===== src/rtl/pmc_consts.svh =====
// constants of the power mode and misc control block
// assumes byte addressing on a 32-bit apb, one register per aligned word
`ifndef PMC_CONSTS_SVH
`define PMC_CONSTS_SVH

`define PMC_MISC_ADDR 12'h020
`define PMC_STAT_ADDR 12'h024
`define PMC_MISC_RESET 8'h00

// misc control field positions
`define PMC_SLOW_SEL 0
`define PMC_PSM_LO 1
`define PMC_PSM_HI 2
`define PMC_POL_LOWER_LO 3
`define PMC_POL_LOWER_HI 4
`define PMC_CLKOUT_EN 5
`define PMC_POL_UPPER_LO 6
`define PMC_POL_UPPER_HI 7

// halt restart delay, in cpu clock cycles
`define PMC_STAB_CYCLES 4096
`define PMC_STAB_W 13

// half periods of the cpu clock in oscillator cycles
`define PMC_HALF_NORMAL 5'h01
`define PMC_HALF_DIV4 5'h02
`define PMC_HALF_DIV8 5'h04
`define PMC_HALF_DIV16 5'h08
`define PMC_HALF_DIV32 5'h10

// polarity codes, upper bit then lower bit of each field
`define PMC_POL_FALL_LOW 2'h0
`define PMC_POL_RISE 2'h1
`define PMC_POL_FALL 2'h2
`define PMC_POL_BOTH 2'h3

`define PMC_NUM_LINES 4
`define PMC_PINS_PER_LINE 4

`endif


===== src/rtl/pmc_pkg.sv =====
// types of the power mode and misc control block
// assumes pmc_consts.svh is on the include path
`include "pmc_consts.svh"

package pmc_pkg;

  typedef enum logic [1:0] {
    PMC_RUN,
    PMC_WAIT,
    PMC_HALT,
    PMC_STAB
  } pmc_mode_t;

  // per line: pins grouped on one external interrupt vector
  typedef struct packed {
    logic [15:0] level;
    logic [15:0] dir_out;
    logic [15:0] irq_opt;
  } pmc_pins_t;

  typedef struct packed {
    logic wait_instr;
    logic halt_instr;
    logic wdg_enabled;
    logic any_irq;
    logic [3:0] ext_irq_ack;
    logic cc_pop;
  } pmc_cpu_req_t;

  typedef struct packed {
    pmc_mode_t mode;
    logic [7:0] misc;
    logic imask;
    logic [4:0] half;
    logic [4:0] div_cnt;
    logic clk_lvl;
    logic clk_en;
    logic [12:0] stab_cnt;
    logic [15:0] sync1;
    logic [15:0] sync2;
    logic [3:0] grp_prev;
    logic [3:0] pend;
    logic [31:0] prdata;
    logic pslverr;
    logic wdg_rst;
  } pmc_state_t;

endpackage


===== src/rtl/pmc_top.sv =====
// power mode and misc control: cpu clock divider, wait/halt sequencing,
// external interrupt polarity and detection, clock-out pin, apb registers
// assumes pclk is the oscillator and the cpu core drives the instruction
// strobes from logic on pclk; port pin levels come from outside and are
// synchronised here
//
// Local design decision: the APB register port.
`include "pmc_consts.svh"

module pmc_top #(
  parameter int STAB_CYCLES = `PMC_STAB_CYCLES
) (
  // apb
  input wire logic pclk,
  input wire logic presetn,
  input wire logic psel,
  input wire logic penable,
  input wire logic pwrite,
  input wire logic [11:0] paddr,
  input wire logic [31:0] pwdata,
  output logic [31:0] prdata,
  output logic pready,
  output logic pslverr,
  // cpu core
  input wire pmc_pkg::pmc_cpu_req_t cpu_req,
  output logic cpu_clk_en,
  output logic periph_clk_en,
  output logic cpu_hold,
  output logic imask,
  output logic osc_enable,
  output logic wdg_reset_req,
  // external interrupt pins
  input wire pmc_pkg::pmc_pins_t pins,
  output logic [3:0] ext_irq_req,
  // clock out pin and its general purpose use
  input wire logic gpio_out,
  input wire logic gpio_oe,
  output logic clock_out_pin_o,
  output logic clock_out_pin_oe
);

  localparam logic [12:0] STAB_LAST = 13'(STAB_CYCLES - 1);

  pmc_pkg::pmc_state_t st;
  pmc_pkg::pmc_state_t next_st;

  // half period of the cpu clock for a given slow select and prescale
  function automatic logic [4:0] half_of(input logic slow, input logic [1:0] psm);
    logic [4:0] h;
    h = `PMC_HALF_NORMAL;
    if (slow) begin
      unique case (psm)
        2'h0: h = `PMC_HALF_DIV4;
        2'h1: h = `PMC_HALF_DIV16;
        2'h2: h = `PMC_HALF_DIV8;
        2'h3: h = `PMC_HALF_DIV32;
      endcase
    end
    return h;
  endfunction

  // polarity field of a line
  function automatic logic [1:0] pol_of(input logic [7:0] m, input int line);
    logic [1:0] p;
    if (line >= 2) begin
      p = {m[`PMC_POL_UPPER_HI], m[`PMC_POL_UPPER_LO]};
    end else begin
      p = {m[`PMC_POL_LOWER_HI], m[`PMC_POL_LOWER_LO]};
    end
    return p;
  endfunction

  // register decode, shared by the write strobe, the read capture and the error response
  function automatic logic hits_misc(input logic [11:0] a);
    return a == `PMC_MISC_ADDR;
  endfunction

  function automatic logic hits_stat(input logic [11:0] a);
    return a == `PMC_STAT_ADDR;
  endfunction

  // refused: anything but the misc and status words, and writes to the read-only status word
  function automatic logic refused(input logic [11:0] a, input logic w);
    logic bad;
    bad = 1'b1;
    if (hits_misc(a)) begin
      bad = 1'b0;
    end else if (hits_stat(a) && !w) begin
      bad = 1'b0;
    end
    return bad;
  endfunction

  // status word: line requests, oscillator, mask, clock level, div32, mode
  function automatic logic [31:0] status_word(input logic [3:0] req, input logic osc,
                                              input pmc_pkg::pmc_state_t s);
    logic [31:0] w;
    w = 32'h0000_0000;
    w[1:0] = s.mode;
    w[2] = s.half[4];
    w[3] = s.clk_lvl;
    w[4] = s.imask;
    w[5] = osc;
    w[9:6] = req;
    return w;
  endfunction

  // event selected by a polarity code
  function automatic logic event_of(input logic [1:0] pol, input logic rise,
                                    input logic fall);
    logic e;
    e = 1'b0;
    // falling edge plus low level latches the edge here; the level part is added outside
    unique case (pol)
      `PMC_POL_FALL_LOW: e = fall;
      `PMC_POL_RISE: e = rise;
      `PMC_POL_FALL: e = fall;
      `PMC_POL_BOTH: e = rise | fall;
    endcase
    return e;
  endfunction

  // combined level of each line, and whether any pin feeds it
  logic [3:0] grp_lvl;
  logic [3:0] grp_live;
  logic [3:0] grp_event;
  logic [3:0] grp_low;
  logic [15:0] pin_irq;

  assign pin_irq = pins.irq_opt & ~pins.dir_out;

  genvar g;
  generate
    for (g = 0; g < `PMC_NUM_LINES; g++) begin : g_line
      logic [3:0] en;
      logic [3:0] lv;
      logic [1:0] pol;
      logic rise;
      logic fall;
      assign en = pin_irq[g*4 +: 4];
      assign lv = st.sync2[g*4 +: 4];
      // a pin not feeding the line counts as high, so a low pin masks the rest
      assign grp_lvl[g] = &(lv | ~en);
      assign grp_live[g] = |en;
      assign pol = pol_of(st.misc, g);
      assign rise = grp_live[g] & grp_lvl[g] & ~st.grp_prev[g];
      assign fall = grp_live[g] & ~grp_lvl[g] & st.grp_prev[g];
      assign grp_event[g] = event_of(pol, rise, fall);
      assign grp_low[g] = (pol == `PMC_POL_FALL_LOW) & grp_live[g] & ~grp_lvl[g];
    end
  endgenerate

  // level requests last while the line is low, edge requests stay latched
  assign ext_irq_req = st.pend | grp_low;

  logic setup;
  logic wr_misc;
  logic [7:0] new_misc;
  logic [3:0] pol_chg;

  assign setup = psel & ~penable;
  // apb writes take effect on the access edge
  assign wr_misc = psel & penable & pwrite & hits_misc(paddr);
  assign new_misc = pwdata[7:0];

  // a change to either bit of a field drops the pending requests of both its lines
  generate
    for (g = 0; g < `PMC_NUM_LINES; g++) begin : g_chg
      assign pol_chg[g] = wr_misc & (pol_of(new_misc, g) != pol_of(st.misc, g));
    end
  endgenerate

  always_comb begin
    logic period_end;
    logic osc_on;
    next_st = st;
    period_end = 1'b0;
    osc_on = (st.mode != pmc_pkg::PMC_HALT);
    next_st.clk_en = 1'b0;
    next_st.wdg_rst = 1'b0;
    next_st.pslverr = 1'b0;

    // pins are asynchronous; only the second stage is looked at
    next_st.sync1 = pins.level;
    next_st.sync2 = st.sync1;
    next_st.grp_prev = grp_lvl;

    // pending edge requests: set wins over the clears
    next_st.pend = (st.pend & ~(cpu_req.ext_irq_ack | pol_chg)) | grp_event;

    // divider runs only while the oscillator is on
    if (osc_on) begin
      if (st.div_cnt == st.half - 5'h01) begin
        next_st.div_cnt = 5'h00;
        next_st.clk_lvl = ~st.clk_lvl;
        if (!st.clk_lvl) begin
          next_st.clk_en = 1'b1;
        end else begin
          period_end = 1'b1;
        end
      end else begin
        next_st.div_cnt = st.div_cnt + 5'h01;
      end
    end
    // new rate is picked up only at a period boundary, so no phase is cut
    if (period_end) begin
      next_st.half = half_of(st.misc[`PMC_SLOW_SEL],
                             st.misc[`PMC_PSM_HI:`PMC_PSM_LO]);
    end

    // interrupt mask: set on service entry, cleared by cc pop
    if (|cpu_req.ext_irq_ack) begin
      next_st.imask = 1'b1;
    end else if (cpu_req.cc_pop) begin
      next_st.imask = 1'b0;
    end

    unique case (st.mode)
      pmc_pkg::PMC_RUN: begin
        if (cpu_req.halt_instr && cpu_req.wdg_enabled) begin
          next_st.wdg_rst = 1'b1;
        end else if (cpu_req.halt_instr) begin
          next_st.mode = pmc_pkg::PMC_HALT;
          next_st.imask = 1'b0;
          next_st.clk_lvl = 1'b0;
          next_st.div_cnt = 5'h00;
          // a pulse launched on the entry edge would clock the peripherals in halt
          next_st.clk_en = 1'b0;
        end else if (cpu_req.wait_instr) begin
          next_st.mode = pmc_pkg::PMC_WAIT;
          next_st.imask = 1'b0;
        end
      end
      pmc_pkg::PMC_WAIT: begin
        // the cpu then fetches the vector of the waking source
        if (cpu_req.any_irq || (|ext_irq_req)) begin
          next_st.mode = pmc_pkg::PMC_RUN;
        end
      end
      pmc_pkg::PMC_HALT: begin
        // only external lines wake from halt; reset is handled by presetn
        if (|ext_irq_req) begin
          next_st.mode = pmc_pkg::PMC_STAB;
          next_st.stab_cnt = 13'h0000;
        end
      end
      pmc_pkg::PMC_STAB: begin
        // counted in cpu clock periods, so a slow setting lengthens the delay
        if (st.clk_en) begin
          if (st.stab_cnt == STAB_LAST) begin
            next_st.mode = pmc_pkg::PMC_RUN;
          end else begin
            next_st.stab_cnt = st.stab_cnt + 13'h0001;
          end
        end
      end
    endcase

    if (wr_misc) begin
      next_st.misc = new_misc;
    end

    // read data is captured in the setup phase so it leaves a flop
    if (setup) begin
      next_st.prdata = 32'h0000_0000;
      if (hits_misc(paddr)) begin
        next_st.prdata = {24'h00_0000, st.misc};
      end else if (hits_stat(paddr)) begin
        next_st.prdata = status_word(ext_irq_req, osc_on, st);
      end
      next_st.pslverr = refused(paddr, pwrite);
    end
  end

  always_ff @(posedge pclk or negedge presetn) begin
    if (!presetn) begin
      // reset restarts the oscillator, so the cpu waits out the startup delay
      st.mode <= pmc_pkg::PMC_STAB;
      st.misc <= `PMC_MISC_RESET;
      st.imask <= 1'b1;
      st.half <= `PMC_HALF_NORMAL;
      st.div_cnt <= 5'h00;
      st.clk_lvl <= 1'b0;
      st.clk_en <= 1'b0;
      st.stab_cnt <= 13'h0000;
      st.sync1 <= 16'hffff;
      st.sync2 <= 16'hffff;
      // pins idle high, so starting high avoids a false edge after reset
      st.grp_prev <= 4'hf;
      st.pend <= 4'h0;
      st.prdata <= 32'h0000_0000;
      st.pslverr <= 1'b0;
      st.wdg_rst <= 1'b0;
    end else begin
      st <= next_st;
    end
  end

  assign prdata = st.prdata;
  assign pready = 1'b1;
  assign pslverr = psel & penable & st.pslverr;

  // one enable drives both cpu and peripherals, so slow mode slows both
  assign periph_clk_en = st.clk_en;
  logic cpu_running;

  assign cpu_running = (st.mode == pmc_pkg::PMC_RUN);
  assign cpu_clk_en = st.clk_en & cpu_running;
  assign cpu_hold = ~cpu_running;
  assign imask = st.imask;
  assign osc_enable = (st.mode != pmc_pkg::PMC_HALT);
  assign wdg_reset_req = st.wdg_rst;

  assign clock_out_pin_o = st.misc[`PMC_CLKOUT_EN] ? st.clk_lvl : gpio_out;
  assign clock_out_pin_oe = st.misc[`PMC_CLKOUT_EN] | gpio_oe;

endmodule


===== config.mk =====
export PLATFORM = sky130hd
export DESIGN_NAME = pmc_top
export DESIGN_NICKNAME = d
export VERILOG_FILES = /design/src/rtl/pmc_pkg.sv /design/src/rtl/pmc_top.sv
export VERILOG_INCLUDE_DIRS = /design/src /design/src/rtl
export SDC_FILE = /design/constraint.sdc
export NUM_CORES = 1
export LEC_CHECK = 0
export BUFFER_PORTS_ARGS = -buffer_cell sky130_fd_sc_hd__buf_2
export CORE_ASPECT_RATIO = 1.4
export CORE_MARGIN = 1.5
export CORE_UTILIZATION = 35
export CTS_BUF_LIST = sky130_fd_sc_hd__clkbuf_16
export CTS_CLUSTER_DIAMETER = 100
export DETAILED_ROUTE_END_ITERATION = 7
export PLACE_DENSITY = 0.71
export SYNTH_ARGS = -nofsm -noshare
export SYNTH_HDL_FRONTEND = slang
export SYNTH_SLANG_ARGS = --single-unit

===== constraint.sdc =====
create_clock -name pclk -period 2.9 [get_ports pclk]
set_input_delay 0.145 -clock pclk [delete_from_list [all_inputs] [get_ports pclk]]
set_output_delay 0.145 -clock pclk [all_outputs]
set_load 0.05 [all_outputs]

==> key figures, run 1 <==
Yosys
  • Yosys warnings: 0
  • Synth cell types: 51
  • Syn Inst Count: 403
  • Yosys top cell by area: dfrtp_1
  • Synth top area share: 28.1%
  • FFs w/ async S/R, synth: 100%
  • Syn Area/Cell: 10.6 um2
  • Synth Flop Type: dfrtp_1
  • Most area-consuming cells after synthesis: dfrtp_1 28%, dfstp_2 25%, buf_4 5.8%
  • Part of the Yosys area used for sequential elements: 52.7%
  • #FFs+latches synth: 88
  • Synthesized cell area: 4270 um2
  • Post-synth EDFFs: 0

Clock tree
  • CTS max path bufs: 2
  • Root Driver: clkbuf_16
  • Clock Pin Slew Worst Setup and Hold Paths: 0.06 ns
  • H-Tree Level Count: 3
  • Total CTS buffers: 9
  • Clk sinks: 88
  • Worst skew pair latency: 0.33 ns
  • Post-CTS setup repair buffer count: 0
  • CTS tree: yes

Layout
  • N_diodes: 0
  • Nets: 630
  • Design area: 5240 um2
  • Area growth syn-to-layout: 22.7%
  • Non-Filler Instances: 669
  • Share of cells above drive strength 1: 34.1%
  • Final core utilization: 44.1%

Setup path
  • Worst R2R Path Depth: 8
  • R2R Path End: st[95]
  • Startpoint type of the worst setup path: flop
  • Setup slack, reg-to-reg: 0.60 ns
  • Crit Path Class: reg2reg
  • Crit path max fanout: 10
  • CP required: 3.12 ns
  • Critical Path AT: 2.52 ns
  • Critical path endpoint category: flop
  • R2R Path Start: st[94]

Status
  • Status: complete, no violations

STA
  • Fin crit share: 79.5%
  • Slew Limit Fails: 0
  • Final setup viols: 0
  • RSZ-0062 raised after global routing: false
  • Final Critical Period: 2.30 ns
  • Setup Skew: 0.00406 ns
  • Max Clk Rate: 434 MHz
  • Post-route setup TNS: 0 ns
  • Max_slew headroom: 29.5%
  • Final hold violations: 0
  • Worst slew pin tran: 1.06 ns

Drt
  • Via count: 3286
  • ANT nets after route: 0
  • Drt first pass iters: 4
  • DR vias/cell: 4.91
  • Routed len/inst: 14.0 um
  • DRC: 0
  • DR iter-0 viols: 155
  • Total Wirelength: 9370 um

Global routing
  • All-Layer GR Usage: 15.8%
  • Largest net degree at the start of global routing: 89
  • Grt ovf: 0
  • First-pass GRT wire length: 15700 um
  • Vias in the first global route: 3319
  • Initial antenna violation count: 0

Place
  • I/O Buffers: 106
  • DP Area: 4800 um2
  • HPWL Detailed: 7010 um
  • GPL Wtd Cong: 0.819
  • DP Cell Count: 637

Pwr
  • Standby leakage power: 2.47 nW
  • PD cells: 601 nW/um2
  • Peak VDD IR: 0.421 mV

Floorplan
  • Chip Width: 96.4 um
  • Die Height: 134 um
  • Starting Density: 36.0%
  • Die ar.: 12900 um2
  • Top Ports: 154
  • Core ar.: 11900 um2
  • # rows: 47

Run
  • Max_cap viols: 0

Worst hold path
  • Hold Crit Class: in2async
final cells by class:
type,count,area (um2)
clock buffers,10,250
clock inverters,6,35.0
fillers,1121,6640
inverters,27,101
multi-input cells,267,1710
flip-flops and latches,88,2250
well taps,147,184
repair buffers,124,708
cell families after synthesis:
logic type      Yosys count  share of synthesized area [%]
mux                       9                           2.37
fa+ha+maj                 5                           1.46
simple gates            142                           18.9
xor+xnor                 22                           4.51
other cells               2                          0.176
compound gates           66                           10.6
flops                    88                           52.7
buf+inv                  69                           9.23
stage by stage:
step	power (mW)	hold WS [ns]	setup WS (ns)
after floorplan	1.90	-0.151	0.845
after global placement	2.04	0.251	0.632
after detailed placement	2.07	0.251	0.588
after CTS	3.19	0.0208	0.609
after global routing	3.33	0.0428	0.436
final	3.15	0.0105	0.596
how the worst max path moves through the flow:
stage / slack (ns) / endpoint / cells after the start / startpoint
floorplan: 0.85 / st[37] / 6 / paddr[1]
global placement: 0.63 / st[35] / 7 / paddr[1]
detailed placement: 0.59 / st[35] / 7 / paddr[1]
CTS: 0.61 / st[95] / 8 / st[94]
global route: 0.44 / st[95] / 8 / st[94]
finish: 0.60 / st[95] / 8 / st[94]
per-layer routing:
| layer | part of all wire (%) | wire length (um) | global-route usage [%] |
|---|---|---|---|
| met5 | 0 | 0 | 0 |
| met4 | 2.2 | 202 | 7.25 |
| met3 | 4.7 | 436 | 2.57 |
| met2 | 52 | 4900 | 27.0 |
| met1 | 41 | 3830 | 19.1 |
worst max-delay path: stages (launching register included):
cell	delay, ns
dfstp_2	0.57
inv_1	0.05
ha_1	0.22
o211a_1	0.12
o31a_1	0.28
nor2_1	0.24
ha_1	0.20
nand2_1	0.18
o41ai_1	0.33
repair_timing:
item | CTS | global route
hold endpoints to repair | 16 | 0
hold buffers | 16 | 0
gates resized for setup | 0 | 0
report_power, final:
| group | internal, mW | switching [mW] | total (mW) |
|---|---|---|---|
| clock network | 0.626 | 0.460 | 1.09 |
| logic | 0.231 | 0.377 | 0.608 |
| registers | 1.36 | 0.103 | 1.46 |
registers in the layout, indices dropped and copies added (netlist names):
signal         cells
next_st           16
imask              1
periph_clk_en      1
wdg_reset_req      1
g_line.lv         16
g_line.pol         4
prdata            10
st                39
Yosys cell counts (6+ instances only):
master,number
nor3b_1,16
inv_1,27
a22oi_1,8
nand2_1,29
nand2b_1,14
buf_4,33
nand3_1,11
nor2_1,23
o22ai_1,6
nor2b_1,8
xnor2_1,8
nand4_1,8
dfstp_2,40
clkbuf_1,7
a21oi_1,8
mux2_2,9
o21ai_0,19
xor2_1,14
nor4_1,8
dfrtp_1,48
cells in the final DEF, fill, tap and decap left out, drive strengths merged, types with 5 or more instances in the layout:
cell type | netlist | final
a21oi | 8 | 8
a22oi | 8 | 8
and4 | 6 | 6
buf | 35 | 108
clkbuf | 7 | 10
conb | 2 | 23
dfrtp | 48 | 48
dfstp | 40 | 40
dlygate4sd3 | 0 | 16
ha | 5 | 5
inv | 27 | 29
mux2 | 9 | 9
nand2 | 29 | 29
nand2b | 14 | 14
nand3 | 11 | 11
nand4 | 8 | 8
nor2 | 23 | 23
nor2b | 8 | 8
nor3 | 5 | 5
nor3b | 16 | 16
nor4 | 9 | 9
o21ai | 20 | 20
o22ai | 6 | 6
o41ai | 5 | 5
xnor2 | 8 | 8
xor2 | 14 | 14
(Power assumes the default switching activity.)
==> run 2, diff against run 1 <==
Settings changed: ABC_AREA set to 1, PLACE_DENSITY 0.71 to 0.7.
Clock period 2.9 ns to 2.3 ns, I/O delays scaled along.
==> run 2 against run 1 <==
  * Sequential share of layout area fell by 3.5 points
  * Combinational power grew 89%
  * First-iteration DRC count fell by 18%
  * Fmax grew 9.2%
  * Global-route usage fell by 0.50 points
  * Routed wire length increased by 7.4%
  * Area after synthesis grew 8.8%
  * Non-clock buffer count increased by 9
  * Sequential cell count is the same
  * Clock power grew 32%
  * Die area grew 8.6%
  * Critical path type unchanged
  * Largest power group unchanged
==> key figures, run 2 <==
Yosys
  • Most area-consuming cells after synthesis: dfrtp_1 26%, dfstp_2 23%, nand2_1 7.8% (was dfrtp_1 28%, dfstp_2 25%, buf_4 5.8%)
  • Synth cell types: 43 (was 51)
  • Synthesized cell area: 4650 um2 (was 4270 um2)
  • Synth Flop Type: dfrtp_1 (unchanged)
  • FFs w/ async S/R, synth: 100% (unchanged)
  • Synth top area share: 25.8% (was 28.1%)
  • #FFs+latches synth: 88 (unchanged)
  • Yosys top cell by area: dfrtp_1 (unchanged)
  • Yosys warnings: 0 (unchanged)
  • Synth top cells by count: 97 x nand2_1, 70 x inv_1, 60 x nor2_1, 48 x dfrtp_1, 48 x nand3_1 (was 48 x dfrtp_1, 40 x dfstp_2, 33 x buf_4, 29 x nand2_1, 27 x inv_1)
  • Syn Area/Cell: 8.58 um2 (was 10.6 um2)
  • Part of the Yosys area used for sequential elements: 48.5% (was 52.7%)
  • Most frequent cell after synthesis: nand2_1 (was dfrtp_1)
  • Syn Inst Count: 542 (was 403)
  • Post-synth EDFFs: 0 (unchanged)

Place
  • I/O Buffers: 106 (unchanged)
  • GPL Wtd Cong: 0.806 (was 0.819)
  • HPWL Detailed: 7630 um (was 7010 um)
  • DP Cell Count: 785 (was 637)

Setup path
  • R2R Path Start: st[94] (unchanged)
  • Slowest stage cell, crit path: dfstp_2 (unchanged)
  • CP required: 2.57 ns (was 3.12 ns)
  • Critical Path AT: 2.38 ns (was 2.52 ns)
  • Crit path max fanout: 8 (was 10)
  • Worst path max stage delay: 0.54 ns (was 0.57 ns)
  • Setup slack, reg-to-reg: 0.19 ns (was 0.60 ns)
  • Worst path buffer plus inverter count: 3 (was 1)
  • R2R Path End: st[96] (was st[95])
  • Startpoint type of the worst setup path: flop (unchanged)
  • Worst R2R Path Depth: 11 (was 8)
  • Crit Path Class: reg2reg (unchanged)
  • Crit-path cells: inv_1 > ha_1 > xor2_1 > xor2_1 > nor4_2 > buf_4 > ha_1 > nand2_2 > inv_4 > nand4_1 > o21ai_1 (was inv_1 > ha_1 > o211a_1 > o31a_1 > nor2_1 > ha_1 > nand2_1 > o41ai_1)
  • Critical path endpoint category: flop (unchanged)
  • Critical path's top delay family: flip-flops (was compound AO/OA/AOI/OAI gates)

Drt
  • ANT nets after route: 0 (unchanged)
  • Total Wirelength: 10100 um (was 9370 um)
  • DRC: 0 (unchanged)
  • Routed len/inst: 12.2 um (was 14.0 um)
  • DR vias/cell: 4.62 (was 4.91)
  • Via count: 3797 (was 3286)
  • Drt first pass iters: 5 (was 4)
  • DR iter-0 viols: 127 (was 155)

Worst hold path
  • Hold Crit Depth: 3
  • HP Start: pwdata[1]
  • Worst hold path endpoint: st[101]
  • Hold Crit Class: in2reg (was in2async)

Pwr
  • Peak VDD IR: 0.424 mV (was 0.421 mV)
  • PD cells: 782 nW/um2 (was 601 nW/um2)
  • Standby leakage power: 2.84 nW (was 2.47 nW)

STA
  • Post-route setup TNS: 0 ns (unchanged)
  • Slew Limit Fails: 0 (unchanged)
  • Fin crit share: 91.8% (was 79.5%)
  • Setup Skew: 0.00493 ns (was 0.00406 ns)
  • Final Critical Period: 2.11 ns (was 2.30 ns)
  • Max_slew headroom: 54.2% (was 29.5%)
  • RSZ-0062 raised after global routing: false (unchanged)
  • Final hold violations: 0 (unchanged)
  • Final setup viols: 0 (unchanged)
  • Max Clk Rate: 474 MHz (was 434 MHz)
  • Worst slew pin tran: 0.686 ns (was 1.06 ns)

Status
  • Status: complete, no violations (unchanged)

Layout
  • Nets: 777 (was 630)
  • Most frequent cells in the layout: 105 x buf_2, 96 x nand2_1, 69 x inv_1 (was 105 x buf_2, 48 x dfrtp_1, 40 x dfstp_2)
  • N_diodes: 0 (unchanged)
  • Reg with most FFs: st (unchanged)
  • Area growth syn-to-layout: 22.6% (was 22.7%)
  • Commonest non-fill, non-tap cell in the layout: buf_2 (unchanged)
  • Fill cell count: 1298 (was 1121)
  • Number of flip-flops in the largest register: 39 (unchanged)
  • Share of cells above drive strength 1: 30.0% (was 34.1%)
  • Non-Filler Instances: 822 (was 669)

Clock tree
  • CTS max path bufs: 2 (unchanged)
  • Total CTS buffers: 9 (unchanged)
  • Root Driver: clkbuf_16 (unchanged)
  • Worst skew pair latency: 0.35 ns (was 0.33 ns)
  • H-Tree Level Count: 3 (unchanged)
  • CTS tree: yes (unchanged)
  • Clock Pin Slew Worst Setup and Hold Paths: 0.07 ns (was 0.06 ns)
  • Clk sinks: 88 (unchanged)

Floorplan
  • Chip Width: 100 um (was 96.4 um)
  • # rows: 49 (was 47)
  • Starting Density: 36.1% (was 36.0%)
  • Die Height: 139 um (was 134 um)
  • Top Ports: 154 (unchanged)
  • Core ar.: 12900 um2 (was 11900 um2)
  • Die ar.: 14000 um2 (was 12900 um2)

Global routing
  • All-Layer GR Usage: 15.3% (was 15.8%)
  • First-pass GRT wire length: 16900 um (was 15700 um)
  • Initial antenna violation count: 0 (unchanged)
  • Vias in the first global route: 3718 (was 3319)
  • Grt ovf: 0 (unchanged)
  • Largest net degree at the start of global routing: 57 (was 89)

Run
  • Max_cap viols: 0 (unchanged)
-- run 2: cell count changes after synthesis, sizes merged, moves of 8 or more --
cell	before	now
mux2	9	0
nor3b	16	1
nor2b	8	0
nand3b	1	13
o211ai	2	11
a22oi	8	0
nand3	11	58
nand2b	14	0
nor2	23	66
nand2	29	99
inv	27	73
-- run 2: worst max path at each step --
stage | start | to | slack [ns] | depth (start not counted)
floorplan | st[94] | st[98] | 0.21 | 10
global placement | st[94] | st[96] | 0.03 | 10
detailed placement | st[94] | st[96] | -0.12 | 10
CTS | st[94] | st[96] | 0.06 | 11
global route | st[94] | st[96] | 0.0007 | 11
finish | st[94] | st[96] | 0.19 | 11
-- run 2: area by class of cell --
| cell class | count | area, um2 | share of cell area (%) |
|---|---|---|---|
| multi-input combinational | 358 | 1890 | 33.2 |
| clock buffer | 9 | 225 | 3.95 |
| tap | 153 | 191 | 3.36 |
| clock inverter | 7 | 73.8 | 1.30 |
| sequential | 88 | 2250 | 39.5 |
| inverter | 74 | 280 | 4.92 |
| timing repair buffer | 133 | 786 | 13.8 |
-- run 2: layer usage --
layer  vias to the layer above  share of wire (%)  global-route usage (%)
li1                       1943                  -                       -
met1                      1721                 39                    16.2
met2                       113                 54                    28.8
met3                        20                3.9                    3.06
met4                         0                2.7                    6.60
met5                         -                  0                       0
-- run 2: worst reg2reg max path, stage by stage (launching register included) --
cell     delay [ns]
dfstp_2        0.54
inv_1          0.06
ha_1           0.22
xor2_1         0.17
xor2_1         0.17
nor4_2         0.22
buf_4          0.16
ha_1           0.16
nand2_2        0.09
inv_4          0.09
nand4_1        0.07
o21ai_1        0.09
-- run 2: through the flow --
stage / total power [mW] / cell area [um2] / hold slack (ns) / utilization (%) / setup WS, ns
after global routing: 4.71 / 5700 / 0.0383 / 44.3 / 0.000672
after floorplan: 2.74 / 4730 / -0.181 / - / 0.214
after global placement: 2.99 / 5180 / 0.213 / 40.2 / 0.0339
after detailed placement: 3.01 / 5180 / 0.217 / 40.2 / -0.118
final: 4.46 / 5700 / 0.0248 / 44.3 / 0.189
after CTS: 4.51 / 5690 / 0.0149 / 44.2 / 0.0611
-- run 2: report_power, final --
| part | internal [mW] | total, mW | switching [mW] |
|---|---|---|---|
| clock network | 0.766 | 1.44 | 0.675 |
| logic | 0.362 | 1.15 | 0.786 |
| registers | 1.73 | 1.87 | 0.133 |
| total | 2.86 | 4.46 | 1.59 |
-- run 2: cell families (layout without fill, tap and decap cells) --
kind of cell | after synthesis | count (layout) | share of synthesized area (%)
AO/OA/AOI/OAI | 44 | 44 | 5.81
AND/OR/NAND/NOR | 267 | 267 | 27.9
flip-flops | 88 | 88 | 48.5
adder cells (fa/ha/maj) | 5 | 5 | 1.35
other | 2 | 23 | 0.162
buffers and inverters | 117 | 223 | 12.8
XOR/XNOR | 18 | 18 | 3.39
multiplexers | 1 | 1 | 0.215
-- run 2: timing repair --
action / CTS / global route
endpoints found under the hold margin: 48 / 0
hold buffers: 20 / 0
endpoints found under the setup margin: 5 / 4
buffers inserted: 1 / 0
resized for setup: 1 / 5
pin swaps: 1 / 1
